`src/shared/ext_match_pkg.sv`:
```
// Package with constants and carrier types for the external address match port.
package ext_match_pkg;

  // Byte-time figures; one local byte clock cycle is one byte time.
  localparam int unsigned INHIBIT_DEADLINE_BYTE = 7;   // INFO byte that busy/inhibit must come before.
  localparam int unsigned ED_BUSY_LIMIT         = 2;   // Byte times after ED for busy to drop.
  localparam int unsigned STRIP_DELAY           = 3;   // Byte times from source match to strip.
  localparam int unsigned LEARN_INFO_BYTE       = 4;   // INFO byte that sets the learn point.
  localparam int unsigned LEARN_PIPE_DELAY      = 3;   // Byte times from PHY to system side.
  localparam logic [3:0]  INFO_CNT_RESET        = 4'h0;
  localparam logic [1:0]  ED_CNT_RESET          = 2'h0;
  localparam logic [2:0]  STRIP_PIPE_RESET      = 3'h0;
  localparam logic [2:0]  LEARN_PIPE_RESET      = 3'h0;

  // Frame progress states, one-hot.
  typedef enum logic [3:0] {
    ST_IDLE  = 4'h1,
    ST_FRAME = 4'h2,
    ST_TAIL  = 4'h4,
    ST_DONE  = 4'h8
  } frame_state_t;

  // Comparison tracking, one-hot.
  typedef enum logic [2:0] {
    CMP_WAIT = 3'h1,
    CMP_BUSY = 3'h2,
    CMP_OVER = 3'h4
  } cmp_state_t;

  // Inputs from the external address recognition logic.
  typedef struct packed {
    logic compareBusy;
    logic copyRequest;
    logic destMatch;
    logic srcMatch;
    logic matchInhibit;
  } ext_in_t;

  // Frame timing marks from the ring engine.
  typedef struct packed {
    logic frameStart;     // Start delimiter seen.
    logic infoByte;       // One INFO byte accepted at the PHY side.
    logic preEnd;         // One byte time before the ending delimiter.
    logic endDelim;       // Ending delimiter received.
    logic longAddr;       // Frame carries long addresses.
    logic ownSource;      // Internal source match for this station.
    logic satSent;        // A transparent-source frame was transmitted.
    logic ownVoidBack;    // Own void frame has returned.
  } ring_evt_t;

  // Decisions handed back to the ring and system sides.
  typedef struct packed {
    logic copyFrame;
    logic addrRecognized;
    logic stripStart;
    logic learn;
    logic learnValid;
    logic matchFlag;
    logic decisionDone;
  } decide_t;

  typedef struct packed {
    frame_state_t fState;
    cmp_state_t   cState;
    logic         busyIdle;     // Idle level of busy, caught at frame start.
    logic         busyPrev;
    logic [3:0]   infoCnt;
    logic [1:0]   edCnt;
    logic         extValid;
    logic         copyReq;
    logic         srcHit;
    logic         stripFired;   // Strip timer already started in this frame.
    logic         destHit;
    logic         inhibitArm;
    logic         satHold;
    logic [2:0]   stripPipe;
    logic [2:0]   learnPipe;
    decide_t      out;
  } state_t;

endpackage : ext_match_pkg

```
`src/verilog/external_address_match_port.sv`:
```
// External address match port: samples external compare results per frame.
`timescale 1ns/1ps
`default_nettype none
// Summary of operation
// - Busy rises at compare start, falls at end; sample copy and source match after fall.
// - Frame is not copied if busy still active two byte times after ED.
// - Busy may be a positive or a negative pulse; both are detected.
// - Busy affects frame handling even without external copy mode.
// - Sampled copy request copies the frame when resources permit.
// - Destination match sampled one byte before ED, feeds address-recognized indicator.
// - Source match starts stripping three byte times after its assertion.
// - Learn asserted for long-address frames not sourced by this station.
// - Learn held false from first transparent frame until own void frame returns.
// - Learn valid three byte times after the fourth INFO byte arrives.
// - Inhibit before INFO byte seven blocks internal match flag for that frame.
// - Inhibit is ignored unless the inhibit pin enable bit is set.
module external_address_match_port (
  input  wire logic                       clk,           // Local byte clock.
  input  wire logic                       srst,          // Synchronous reset, active high.
  input  wire logic                       ce,            // Clock enable.
  input  wire ext_match_pkg::ext_in_t     extIn,         // External match inputs.
  input  wire ext_match_pkg::ring_evt_t   ringEvt,       // Ring engine frame marks.
  input  wire logic                       internalMatch, // Internal address match.
  input  wire logic                       copyResource,  // Receive resources available.
  input  wire logic                       inhibitPinEnable, // Inhibit enable mode bit.
  output var  ext_match_pkg::decide_t     decide         // Frame decisions.
);

  ext_match_pkg::state_t s_r;
  ext_match_pkg::state_t s_nxt;

  logic busyAct;
  logic busyActPrev;

  // Busy is judged against its idle level, so either pulse polarity works.
  function automatic logic active(input logic lvl, input logic idleLvl);
    active = lvl ^ idleLvl;
  endfunction : active

  assign busyAct     = active(extIn.compareBusy, s_r.busyIdle);
  assign busyActPrev = active(s_r.busyPrev, s_r.busyIdle);

  always_comb begin
    s_nxt = s_r;
    s_nxt.busyPrev = extIn.compareBusy;
    s_nxt.out.stripStart = s_r.stripPipe[ext_match_pkg::STRIP_DELAY-1];
    s_nxt.stripPipe = {s_r.stripPipe[1:0], 1'b0};
    s_nxt.out.learnValid = s_r.learnPipe[ext_match_pkg::LEARN_PIPE_DELAY-1];
    s_nxt.learnPipe = {s_r.learnPipe[1:0], 1'b0};
    s_nxt.out.decisionDone = 1'b0;
    if (ringEvt.satSent) begin
      s_nxt.satHold = 1'b1;
    end else if (ringEvt.ownVoidBack) begin
      s_nxt.satHold = 1'b0;
    end
    case (s_r.fState)
      ext_match_pkg::ST_IDLE: begin
        if (ringEvt.frameStart) begin
          s_nxt.fState     = ext_match_pkg::ST_FRAME;
          s_nxt.cState     = ext_match_pkg::CMP_WAIT;
          s_nxt.busyIdle   = extIn.compareBusy;
          s_nxt.infoCnt    = ext_match_pkg::INFO_CNT_RESET;
          s_nxt.edCnt      = ext_match_pkg::ED_CNT_RESET;
          s_nxt.extValid   = 1'b0;
          s_nxt.copyReq    = 1'b0;
          s_nxt.srcHit     = 1'b0;
          s_nxt.stripFired = 1'b0;
          s_nxt.destHit    = 1'b0;
          s_nxt.inhibitArm = 1'b0;
          s_nxt.out.copyFrame      = 1'b0;
          s_nxt.out.addrRecognized = 1'b0;
          s_nxt.out.learn          = 1'b0;
          s_nxt.out.matchFlag      = 1'b0;
        end
      end
      ext_match_pkg::ST_FRAME, ext_match_pkg::ST_TAIL: begin
        if (ringEvt.infoByte && s_r.infoCnt != 4'hF) begin
          s_nxt.infoCnt = s_r.infoCnt + 4'h1;
        end
        // The count lags the INFO byte being accepted by one; below six still takes the sixth, not the seventh.
        if (s_r.infoCnt < 4'(ext_match_pkg::INHIBIT_DEADLINE_BYTE - 1)) begin
          if (s_r.cState == ext_match_pkg::CMP_WAIT && busyAct) begin
            s_nxt.cState = ext_match_pkg::CMP_BUSY;
          end
          if (extIn.matchInhibit && inhibitPinEnable) begin
            s_nxt.inhibitArm = 1'b1;
          end
        end
        if (s_r.cState == ext_match_pkg::CMP_BUSY && !busyAct && busyActPrev) begin
          s_nxt.cState   = ext_match_pkg::CMP_OVER;
          s_nxt.extValid = 1'b1;
          s_nxt.copyReq  = extIn.copyRequest;
          s_nxt.srcHit   = extIn.srcMatch;
        end
        // Source match is a level; only its first appearance in a frame starts the strip.
        if (extIn.srcMatch && !s_r.stripFired) begin
          s_nxt.stripPipe[0] = 1'b1;
          s_nxt.stripFired   = 1'b1;
        end
        if (ringEvt.infoByte && s_r.infoCnt == 4'(ext_match_pkg::LEARN_INFO_BYTE - 1)) begin
          s_nxt.learnPipe[0] = 1'b1;
          s_nxt.out.learn = ringEvt.longAddr && !ringEvt.ownSource
                            && !extIn.srcMatch && !s_r.satHold;
        end
        if (ringEvt.preEnd) begin
          s_nxt.destHit = extIn.destMatch;
          s_nxt.out.addrRecognized = extIn.destMatch | internalMatch;
        end
        if (ringEvt.endDelim) begin
          s_nxt.fState = ext_match_pkg::ST_TAIL;
          s_nxt.out.matchFlag = internalMatch && !s_r.inhibitArm;
        end
        if (s_r.fState == ext_match_pkg::ST_TAIL) begin
          s_nxt.edCnt = s_r.edCnt + 2'h1;
          if (s_r.edCnt == 2'(ext_match_pkg::ED_BUSY_LIMIT - 1)) begin
            s_nxt.fState = ext_match_pkg::ST_DONE;
            // A comparison still running now forbids the copy.
            s_nxt.out.copyFrame = (s_nxt.cState != ext_match_pkg::CMP_BUSY) && copyResource
                                  && ((s_nxt.extValid && s_nxt.copyReq) || internalMatch
                                  || s_r.destHit);
          end
        end
      end
      ext_match_pkg::ST_DONE: begin
        s_nxt.out.decisionDone = 1'b1;
        s_nxt.fState = ext_match_pkg::ST_IDLE;
      end
      default: begin
        s_nxt.fState = ext_match_pkg::ST_IDLE;
      end
    endcase
  end

  always_ff @(posedge clk) begin
    if (srst) begin
      s_r <= '{fState: ext_match_pkg::ST_IDLE, cState: ext_match_pkg::CMP_WAIT,
               infoCnt: ext_match_pkg::INFO_CNT_RESET, edCnt: ext_match_pkg::ED_CNT_RESET,
               stripPipe: ext_match_pkg::STRIP_PIPE_RESET,
               learnPipe: ext_match_pkg::LEARN_PIPE_RESET, default: '0};
    end else if (ce) begin
      s_r <= s_nxt;
    end
  end

  assign decide = s_r.out;
endmodule : external_address_match_port
`default_nettype wire
```
`config.mk`:
```
export PLATFORM = sky130hd
export DESIGN_NAME = external_address_match_port
export DESIGN_NICKNAME = d
export VERILOG_FILES = /design/src/shared/ext_match_pkg.sv /design/src/verilog/external_address_match_port.sv
export SDC_FILE = /design/constraint.sdc
export NUM_CORES = 1
export LEC_CHECK = 0
export BUFFER_PORTS_ARGS = -buffer_cell sky130_fd_sc_hd__buf_2
export CORE_UTILIZATION = 56
export CTS_CLUSTER_SIZE = 16
export DETAILED_ROUTE_END_ITERATION = 16
export GPL_TIMING_DRIVEN = 0
export PLACE_DENSITY_LB_ADDON = 0.25
export SYNTH_ARGS = -nofsm -noshare
export SYNTH_HDL_FRONTEND = slang
export SYNTH_SLANG_ARGS = --single-unit
```
`constraint.sdc`:
```
create_clock -name clk -period 2 [get_ports clk]
set_input_delay 0.1 -clock clk [delete_from_list [all_inputs] [get_ports clk]]
set_output_delay 0.1 -clock clk [all_outputs]
set_load 0.05 [all_outputs]
```
### After elaboration in Yosys (flattened, before gate mapping)

Cells that the tools add are included.

* add/sub/neg operators: 2
* $lt $le $gt $ge: 1
* equality and inequality tests: 20
* muxes and demuxes: 37
* bitwise gates (word level): 3
* reductions and logical operators: 37

Operators with widths (number)
* $pmux W12 S2: 1
* $reduce_and A4 Y1: 6
* $ne A2 B2 Y1 const B: 10
* $mux W3: 6
* $mux W1: 17
* $mux W4: 4
* $logic_and A1 B1 Y1: 14
* $mux W12: 1
* $reduce_and A5 Y1: 2
* $eq A4 B2 Y1 const B: 2
* $mux W8: 1
* $pmux W4 S2: 1
* $logic_not A1 Y1: 6
* $pmux W3 S2: 1
* $reduce_and A3 Y1: 2
* $add A4 B1 Y4 const B: 1
* $eq A4 B1 Y1 const B: 1
* $eq A4 B3 Y1 const B: 1
* $eq A4 B4 Y1 const B: 1
* $lt A4 B3 Y1 const B: 1
* $mux W2: 2
* $ne A4 B4 Y1 const B: 1
* $pmux W1 S2: 2
* $pmux W2 S2: 1
* other kinds (11): 15

* bits in registers: 34
* output and inout port bits: 7

### Logic depth before layout (Yosys ltp)

Gate-level depths: netlist of the first run.

* word-level depth: 13
* depth in mapped cells: 6
* mapped depth without buffers: 6

### Worst setup path before layout of the first run

Ideal clock, no wire load.

* path kind: register -> register
* start point: reg s_r[33] in the netlist's numbering
* end point: reg s_r[31] in the netlist's numbering
* library setup time: 0.122 ns
* arrival time: 1.443 ns
* required time: 1.878 ns
* slack: 0.435 ns
* stages on the path, launching flop included: 6
* period minus slack after synthesis: 1.565 ns
* path through: dfxtp_1 -> buf_2 -> or3b_2 -> o21ai_0 -> nand2b_1 -> a221o_1

* longest elaborated chain between the ends: 3

RTL lines
* start: declaration: RTL line external_address_match_port.sv:29 `ext_match_pkg::state_t s_r;`
* start signal: assignment: RTL line external_address_match_port.sv:136 `s_r <= '{fState: ext_match_pkg::ST_IDLE, cState: ext_match_pkg::CMP_WAIT,`
* start signal: assignment: RTL line external_address_match_port.sv:141 `s_r <= s_nxt;`
* $eq A4 B3 Y1 (tied with other cells): RTL line external_address_match_port.sv:56, external_address_match_port.sv:113
* $mux W4 (tied with other cells): RTL line external_address_match_port.sv:113 `if (s_r.fState == ext_match_pkg::ST_TAIL) begin`
* $pmux W4 S2 or $reduce_and A2 Y1 (tied branches)

Several ways; a longest one is shown, not always the timed one.
A chain may end at the register's enable or synchronous reset.

### Worst setup path in the final report of the first run

* start point: reg s_r[33] in the netlist's numbering
* end point: reg s_r (netlist bit decide[1])

* longest elaborated chain between the ends: 4

RTL lines
* $eq A4 B3 Y1 or $eq A4 B2 Y1 (tied branches): RTL line external_address_match_port.sv:56 `case (s_r.fState)`
* $reduce_or A2 Y1: RTL line external_address_match_port.sv:56
* $ne A2 B2 Y1 (no line) or $reduce_bool A2 Y1 (tied branches)
* $reduce_and A4 Y1 (no line)

Several ways; a longest one is shown, not always the timed one.

==> flow_summary.ini, run 1 <==
[outcome]
status = finished with violations
violations = design-rule violations

[setup_path]
crit_slowest_cell = o31ai_1
cp_max_fo = 10
cp_top_family = compound AO/OA/AOI/OAI gates
critPathCaptureType = flip-flop
critical_path_arrival_ns = 2.10
worst-path-buf-inv = 1
required_ns = 2.25
cpPeakStageDelay_ns = 0.51
regToRegSetupSlack_ns = 0.15
start_kind = flip-flop
crit_type = reg -> reg
crit_chain = buf_2 -> or3_1 -> o31ai_1 -> o311ai_0 -> o41ai_1

[global_route]
grt_use_total_pct = 27.1
grt_pass1_vias = 1505
antenna_found_initial = 0
grt_max_degree = 11
grt_pass1_wl_um = 6790
grt.overflow.total = 0

[timing]
finalWorstSetupSlack_ns = 0.150
tightest_slew_ns = 0.625
fmax_mhz = 541
finalHoldViolCount = 0
setup_tns_ns = 0
period_needed_ns = 1.85
finalCritPeriodShare_pct = 92.5
finalSetupViolCount = 0
rsz0062_at_grt = false
slew_violations = 0
max-slew-margin-rel_pct = 58.4
skew_ns = 0.0138

[power_and_ir_drop]
p_int_w = 0.000920
switching_share_pct = 27.4
p_seq_share_pct = 55.1
combPwrFrac_pct = 12.9
p_sw_w = 0.000347
p_clk_share_pct = 32.1
ir_drop_mv = 0.564
powerDensity_nw_per_um2 = 649
p_leak_nw = 0.815

[floorplan]
start_util_pct = 60.7
dieArea_um2 = 3290
fp.dieW_um = 57.4
die_y_um = 57.4
core-area_um2 = 2830
rows = 19
io_pins = 26

[synthesis]
synth_mux_area_share_pct = 4.66
synthAdderAreaFrac_pct = 1.46
synth_area_um2 = 1720
yosys.area_share.simple_pct = 24.8
synth_fp_nets = 222
synth_top_area_share_pct = 39.6
synth_cells = 201
async_flop_share_pct = 0
synth_ff_type = dfxtp_1
synth_area_leaders = dfxtp_1, a21oi_1, mux2i_1, nand2_1, nor2_1
synth_compound_area_share_pct = 19.9
synth_xor_area_share_pct = 1.97
synth.most_common_cell = dfxtp_1
ys_ff_latch = 34
seq_area_frac_synth_pct = 39.6
avgSynthCellArea_um2 = 8.55
yosysTopAreaCell = dfxtp_1
synth-edff-count = 0
synth_cell_types = 52
synth_top_family_by_area = simple AND/OR/NAND/NOR gates
yosys_warnings = 0
synth_common_cells = dfxtp_1, a21oi_1, nand2_1

[clocking]
cts_tree = yes
numCtsBuffers = 5
htree_levels = 2
cts.clk_slew.worst_paths_ns = 0.11
worstSkewPairLatency_ns = 0.35
root_buffer = clkbuf_4
clock-sinks = 34
clk_path_buf_depth = 2

[drt]
dr.pass1.iters = 10
drt_first_iter_violations = 128
vias = 1595
viasPerCell = 6.04
wl_um = 4000
wl_per_cell_um = 15.2
drc = 3
drt.antenna.violating_nets = 0

[layout]
fin_cells = 264
drive_above_1_share_pct = 21.9
areaGrowthSynthToFinish_pct = 13.7
antenna_cells = 0
nets = 253
fillCellCount = 243

[flow_run]
max_cap_violations = 0

[placement]
place_hpwl_um = 2930
port_buffers = 23
dp_slack_ns = 0.107
place_inst = 255
finalWeightedCongestion = 0.863

[hold_path]
hold_class = in -> reg
==> cell type report <==
cell class / count / area [um^2] / area share, %
Buffer: 18 / 101 / 5.19
Clock buffer: 7 / 55.1 / 2.82
Clock inverter: 1 / 5.00 / 0.256
Inverter: 8 / 30.0 / 1.54
Multi-Input combinational cell: 141 / 917 / 47.0
Sequential cell: 34 / 681 / 34.8
Tap cell: 31 / 38.8 / 1.99
Timing Repair Buffer: 24 / 125 / 6.41
==> final timing paths <==
kind,depth (start not counted),endpoint,startpoint
min reg2reg,2,decide[3]$_SDFFE_PP0P_,decide[3]$_SDFFE_PP0P_
min,3,s_r[18]$_SDFFE_PP0P_,extIn[3]
max,5,decide[1]$_SDFFE_PP0P_,s_r[33]$_SDFFE_PP0P_
max reg2reg,5,decide[1]$_SDFFE_PP0P_,s_r[33]$_SDFFE_PP0P_
==> repair_timing <==
item | in CTS | in global routing
hold endpoints to repair | 1 | 0
endpoints found under the setup margin | 0 | 9
setup buffers | 0 | 0
gates resized for setup | 0 | 2
hold buffers | 1 | 0
==> tightest hold or removal path: stages <==
cell	delay (ns)
buf_2	0.10
nand2_1	0.05
o32ai_1	0.06
==> placed cells by master (no fill, tap or decap), drive strengths merged, types with 3 or more instances in the layout <==
master / Yosys / layout
mux2i: 8 / 8
and3: 3 / 3
nor3b: 6 / 6
clkbuf: 4 / 11
o31ai: 3 / 3
nand3: 6 / 6
or4: 4 / 4
nor2: 15 / 15
dfxtp: 34 / 34
or3b: 3 / 3
nand2: 18 / 18
o31a: 3 / 3
a21oi: 19 / 19
buf: 14 / 37
inv: 7 / 7
o21ai: 8 / 8
==> state kept, by name, indices dropped and copies added, names as in the netlist <==
name,cells
s_r,21
decide,7
s_nxt,6
==> per-stage QoR <==
step | total power (W) | utilization [%] | cell area [um^2] | hold slack, ns
floorplan | 0.000815 | - | 1720 | 0.226
global route | 0.00132 | 69.0 | 1950 | 0.0218
detailed placement | 0.000868 | 66.2 | 1870 | 0.331
global placement | 0.000861 | 66.2 | 1870 | 0.322
CTS | 0.00126 | 68.6 | 1940 | 0.00410
finish | 0.00127 | 69.0 | 1950 | 0.00353
==> kinds of logic after synthesis <==
logic type	Yosys count
buffers and inverters	26
AOI/OAI and AO/OA	52
muxes	8
and+or+nand+nor	76
xor gates and xnor gates	3
adders and majority gates	2
DFF	34
==> power groups by stage <==
stage                     logic (W)  clock network [W]  registers (W)
after floorplan            0.000105                  0       0.000710
after global placement     0.000149                  0       0.000712
after detailed placement   0.000155                  0       0.000712
after CTS                  0.000158           0.000410       0.000697
after global routing       0.000177           0.000446       0.000699
final                      0.000163           0.000406       0.000698
==> layer usage <==
layer	GRT usage, %	vias to the layer above	part of all wire (%)	wire length (um)
met5	0	-	0	0
met4	13.9	0	1.6	63
met3	5.22	7	4.8	191
met2	42.0	52	48	1930
met1	35.9	745	45	1820
li1	-	791	-	-
(Power assumes the default switching activity.)
==> inputs of run 2 (changes only) <==
Settings changed: BUFFER_PORTS_ARGS -buffer_cell sky130_fd_sc_hd__buf_2 to -buffer_cell sky130_fd_sc_hd__buf_4.
==> run 2 against run 1 <==
Net effect:
- the run still ends with design-rule violations left
- clock skew down 0.0096 ns
- first-iteration DRC count down 48%
- largest power group unchanged
- critical endpoint is now s_r[24]$_SDFFE_PP0P_
- final area up 1.9%
==> flow_summary.ini, run 2 (synthesized netlist as in run 1, its figures left out) <==
[layout]
antenna_cells = 0
drive_above_1_share_pct = 20.7
final_cell_mix = dfxtp_1, buf_4, a21oi_1, nand2_1, nor2_1
layout_commonest_cell = dfxtp_1
fin_util_pct = 70.3
areaGrowthSynthToFinish_pct = 15.8
nets = 253
largest_register_ffs = 21
top_register = s_r

[clocking]
root_buffer = clkbuf_4
clock-sinks = 34
clk_path_buf_depth = 2
worstSkewPairLatency_ns = 0.34
cts.clk_slew.worst_paths_ns = 0.10
cts_tree = yes
htree_levels = 2
numCtsBuffers = 5

[setup_path]
start_kind = flip-flop
critPathCaptureType = flip-flop
crit_slowest_cell = nor4bb_1
critical_path_arrival_ns = 2.11
cpPeakStageDelay_ns = 0.49
cp_max_fo = 10
crit_chain = nor4bb_1 -> o31ai_2 -> buf_2 -> or3_1 -> a21oi_1
crit_type = reg -> reg
required_ns = 2.27

[global_route]
grt-busiest-layer = met2
antenna_found_initial = 0
use_met2_pct = 44.9
grt_pass1_vias = 1477
grt_pass1_wl_um = 6760
grt_use_met1_pct = 34.8
met3_usage_pct = 5.67
grt_use_total_pct = 27.2
grt.overflow.total = 0
grt_max_degree = 11

[timing]
rsz0062_at_grt = false
finalHoldViolCount = 0
slew_violations = 0
setup_tns_ns = 0
skew_ns = 0.00419
period_needed_ns = 1.84
finalCritPeriodShare_pct = 92.1
holdWs_ns = 0.0111
tightest_slew_ns = 0.609
max-slew-margin-rel_pct = 59.4
finalSetupViolCount = 0
fmax_mhz = 543

[placement]
finalWeightedCongestion = 0.866
place_hpwl_um = 2910
port_buffers = 23

[floorplan]
die_y_um = 57.4
core-area_um2 = 2830
dieArea_um2 = 3290
rows = 19
io_pins = 26
start_util_pct = 60.7
fp.dieW_um = 57.4

[power_and_ir_drop]
ir_drop_mv = 0.438
powerDensity_nw_per_um2 = 612
p_leak_nw = 0.816

[outcome]
status = finished with violations
violations = design-rule violations

[drt]
drt_first_iter_violations = 66
drc = 3
drt.antenna.violating_nets = 0
vias = 1557
wl_um = 4010
dr.pass1.iters = 10
viasPerCell = 5.92
wl_per_cell_um = 15.3

[hold_path]
hold_class = in -> reg

[flow_run]
max_cap_violations = 0
run 2: final cells by class:
cell class | count | area, um^2
Multi-Input combinational cell | 141 | 911
Tap cell | 31 | 38.8
Timing Repair Buffer | 24 | 183
Clock buffer | 7 | 45.0
Inverter | 8 | 30.0
Fill cell | 243 | 840
Buffer | 18 | 101
Sequential cell | 34 | 681
run 2: final timing paths:
kind	from	endpoint	slack, ns	cells past startpoint
max	s_r[32]$_SDFFE_PP0P_	s_r[24]$_SDFFE_PP0P_	0.16	5
min	extIn[3]	s_r[18]$_SDFFE_PP0P_	0.01	3
max reg2reg	s_r[32]$_SDFFE_PP0P_	s_r[24]$_SDFFE_PP0P_	0.16	5
min reg2reg	decide[3]$_SDFFE_PP0P_	decide[3]$_SDFFE_PP0P_	0.47	2
run 2: per-layer routing:
layer  vias to the layer above  part of all wire, %
li1                        788                    -
met1                       721                   46
met2                        42                   47
met3                         6                  5.4
met4                         0                  1.3
met5                         -                    0
run 2: critical path, delay by kind of cell, from the launching register on:
kind | cells | cell delay [ns]
AO/OA/AOI/OAI | 2 | 0.33
flip-flops | 1 | 0.39
AND/OR/NAND/NOR | 2 | 0.85
buffers and inverters | 1 | 0.22
run 2: where the power goes:
part / internal [W] / switching, W / leakage [nW]
sequential: 0.000688 / 0.00000957 / 0.275
combinational: 0.0000695 / 0.0000987 / 0.516
clock: 0.000132 / 0.000218 / 0.0254
total: 0.000890 / 0.000327 / 0.816
run 2: through the flow:
stage                     instance area [um^2]  power, W  worst slack [ns]  instances
after floorplan                           1720  0.000815             0.435        201
final                                     1990   0.00122             0.159        263
after global placement                    1930  0.000870             0.126        255
after detailed placement                  1930  0.000875            0.0536        255
after global routing                      1990   0.00127            0.0446        263
after CTS                                 1980   0.00122            0.0201        263
run 2: repair_timing:
action                                  in CTS  in global routing
endpoints found under the setup margin       0                  9
endpoints found under the hold margin        1                  0
buffers inserted                             0                  0
hold buffers                                 1                  0
resized for setup                            0                  1
==> inputs of run 3 (changes only) <==
Settings changed: CORE_MARGIN from default to 2, CTS_CLUSTER_SIZE 16 to 20.
==> run 3 against run 2 <==
Net effect:
- the run now ends clean
- register-to-register slack is essentially flat
- die area grew 7.1%
- non-clock buffer count stayed put
- critical path depth decreased by 1
- via count grew 3.3%
- wire length shrank 1.6%
- critical endpoint is now decide[1]$_SDFFE_PP0P_
- largest cell class unchanged
==> flow_summary.ini, run 3 (synthesized netlist as in run 1, its figures left out) <==
[outcome]
status = finished, final reports clean

[timing]
finalCritPeriodShare_pct = 92.2
setup_tns_ns = 0
max-slew-margin-rel_pct = 58.1
slew_violations = 0
rsz0062_at_grt = false
skew_ns = 0.00525
finalHoldViolCount = 0
period_needed_ns = 1.84
tightest_slew_ns = 0.629
fmax_mhz = 542
finalSetupViolCount = 0

[setup_path]
crit_slowest_cell = or4b_1
required_ns = 2.21
r2r_cells = 4
critical_path_arrival_ns = 2.06
regToRegSetupSlack_ns = 0.16
start_kind = flip-flop
critPathCaptureType = flip-flop
cpPeakStageDelay_ns = 0.53
crit_chain = xor2_2 -> nand2_2 -> or4b_1 -> o41ai_1
r2r-end = decide[1]$_SDFFE_PP0P_
cp_max_fo = 6
crit_type = reg -> reg
reg2reg_from = s_r[32]$_SDFFE_PP0P_

[drt]
drt_first_iter_violations = 116
dr.pass1.iters = 4
vias = 1608
wl_per_cell_um = 14.9
wl_um = 3950
drc = 0
drt.antenna.violating_nets = 0
viasPerCell = 6.07

[layout]
antenna_cells = 0
layout_commonest_cell = dfxtp_1
fin_util_pct = 66.9
largest_register_ffs = 21
fillCellCount = 254
areaGrowthSynthToFinish_pct = 16.0
top_register = s_r
nets = 253
seqCellArea_um2 = 681
drive_above_1_share_pct = 20.7
final_cell_mix = dfxtp_1, buf_4, a21oi_1, nand2_1, nor2_1
multi_input_area_um2 = 911

[global_route]
grt_max_degree = 11
grt_pass1_wl_um = 6460
grt.overflow.total = 0
grt_use_total_pct = 24.6
grt_pass1_vias = 1485
antenna_found_initial = 0

[floorplan]
start_util_pct = 57.7
core-area_um2 = 2980
rows = 20
io_pins = 26
die_y_um = 59.4
fp.dieW_um = 59.4
dieArea_um2 = 3530

[clocking]
root_buffer = clkbuf_4
worstSkewPairLatency_ns = 0.33
htree_levels = 2
clk_path_buf_depth = 2
cts.clk_slew.worst_paths_ns = 0.09
clock-sinks = 34
numCtsBuffers = 5
cts_setup_buffers = 0
cts_tree = yes

[hold_path]
min_to = s_r[18]$_SDFFE_PP0P_
worstHoldPathCells = 3
min_from = extIn[3]
hold_class = in -> reg

[placement]
port_buffers = 23
place_hpwl_um = 2920
finalWeightedCongestion = 0.853

[flow_run]
max_cap_violations = 0

[power_and_ir_drop]
ir_drop_mv = 0.353
p_leak_nw = 0.816
powerDensity_nw_per_um2 = 605
[run 3: worst max-delay path by stage]
stage	slack, ns	cells past startpoint	end	from
final	0.16	4	decide[1]$_SDFFE_PP0P_	s_r[32]$_SDFFE_PP0P_
after detailed placement	0.09	6	s_r[18]$_SDFFE_PP0P_	s_r[31]$_SDFFE_PP1P_
after global routing	0.02	6	s_r[24]$_SDFFE_PP0P_	s_r[31]$_SDFFE_PP1P_
after global placement	0.13	6	s_r[18]$_SDFFE_PP0P_	s_r[31]$_SDFFE_PP1P_
after floorplan	0.44	5	s_r[31]$_SDFFE_PP1P_	s_r[33]$_SDFFE_PP0P_
after CTS	0.06	6	s_r[18]$_SDFFE_PP0P_	s_r[31]$_SDFFE_PP1P_
[run 3: report_power, final]
part           internal (W)  switching, W
registers          0.000688    0.00000940
logic             0.0000695     0.0000974
clock network      0.000132      0.000209
[run 3: what timing repair did]
item	CTS	global route
resized for setup	0	1
hold buffers	1	0
endpoints found under the hold margin	1	0
setup endpoints to repair	0	10
[run 3: layout make-up]
cell class	count	share of cell area, %
multi-input cells	141	45.7
clock buffers	7	2.26
repair buffers	24	9.17
plain buffers	18	5.09
flip-flops and latches	34	34.2
well taps	33	2.07
inverters	8	1.51
[run 3: through the flow]
stage | hold WS (ns) | power [W] | cell area [um^2] | setup slack [ns] | instances
3_3_place_gp | 0.316 | 0.000869 | 1930 | 0.132 | 257
2_1_floorplan | 0.226 | 0.000815 | 1720 | 0.435 | 201
3_5_place_dp | 0.341 | 0.000874 | 1930 | 0.0924 | 257
6_report | 0.0263 | 0.00121 | 1990 | 0.157 | 265
5_1_grt | 0.0272 | 0.00126 | 1990 | 0.0152 | 265
4_1_cts | 0.0178 | 0.00121 | 1990 | 0.0552 | 265
[run 3: layer usage]
layer | routed length, um | track usage (%) | up-vias
met3 | 201 | 6.33 | 11
met1 | 1760 | 31.4 | 753
li1 | - | - | 793
met2 | 1890 | 39.4 | 51
met5 | 0 | 0 | -
met4 | 92 | 10.1 | 0
[run 3: critical path: cells and delay by family, from the launching register on]
kind             cells  cell delay, ns
AO/OA/AOI/OAI        1            0.30
XOR/XNOR             1            0.29
flip-flops           1            0.46
AND/OR/NAND/NOR      2            0.67
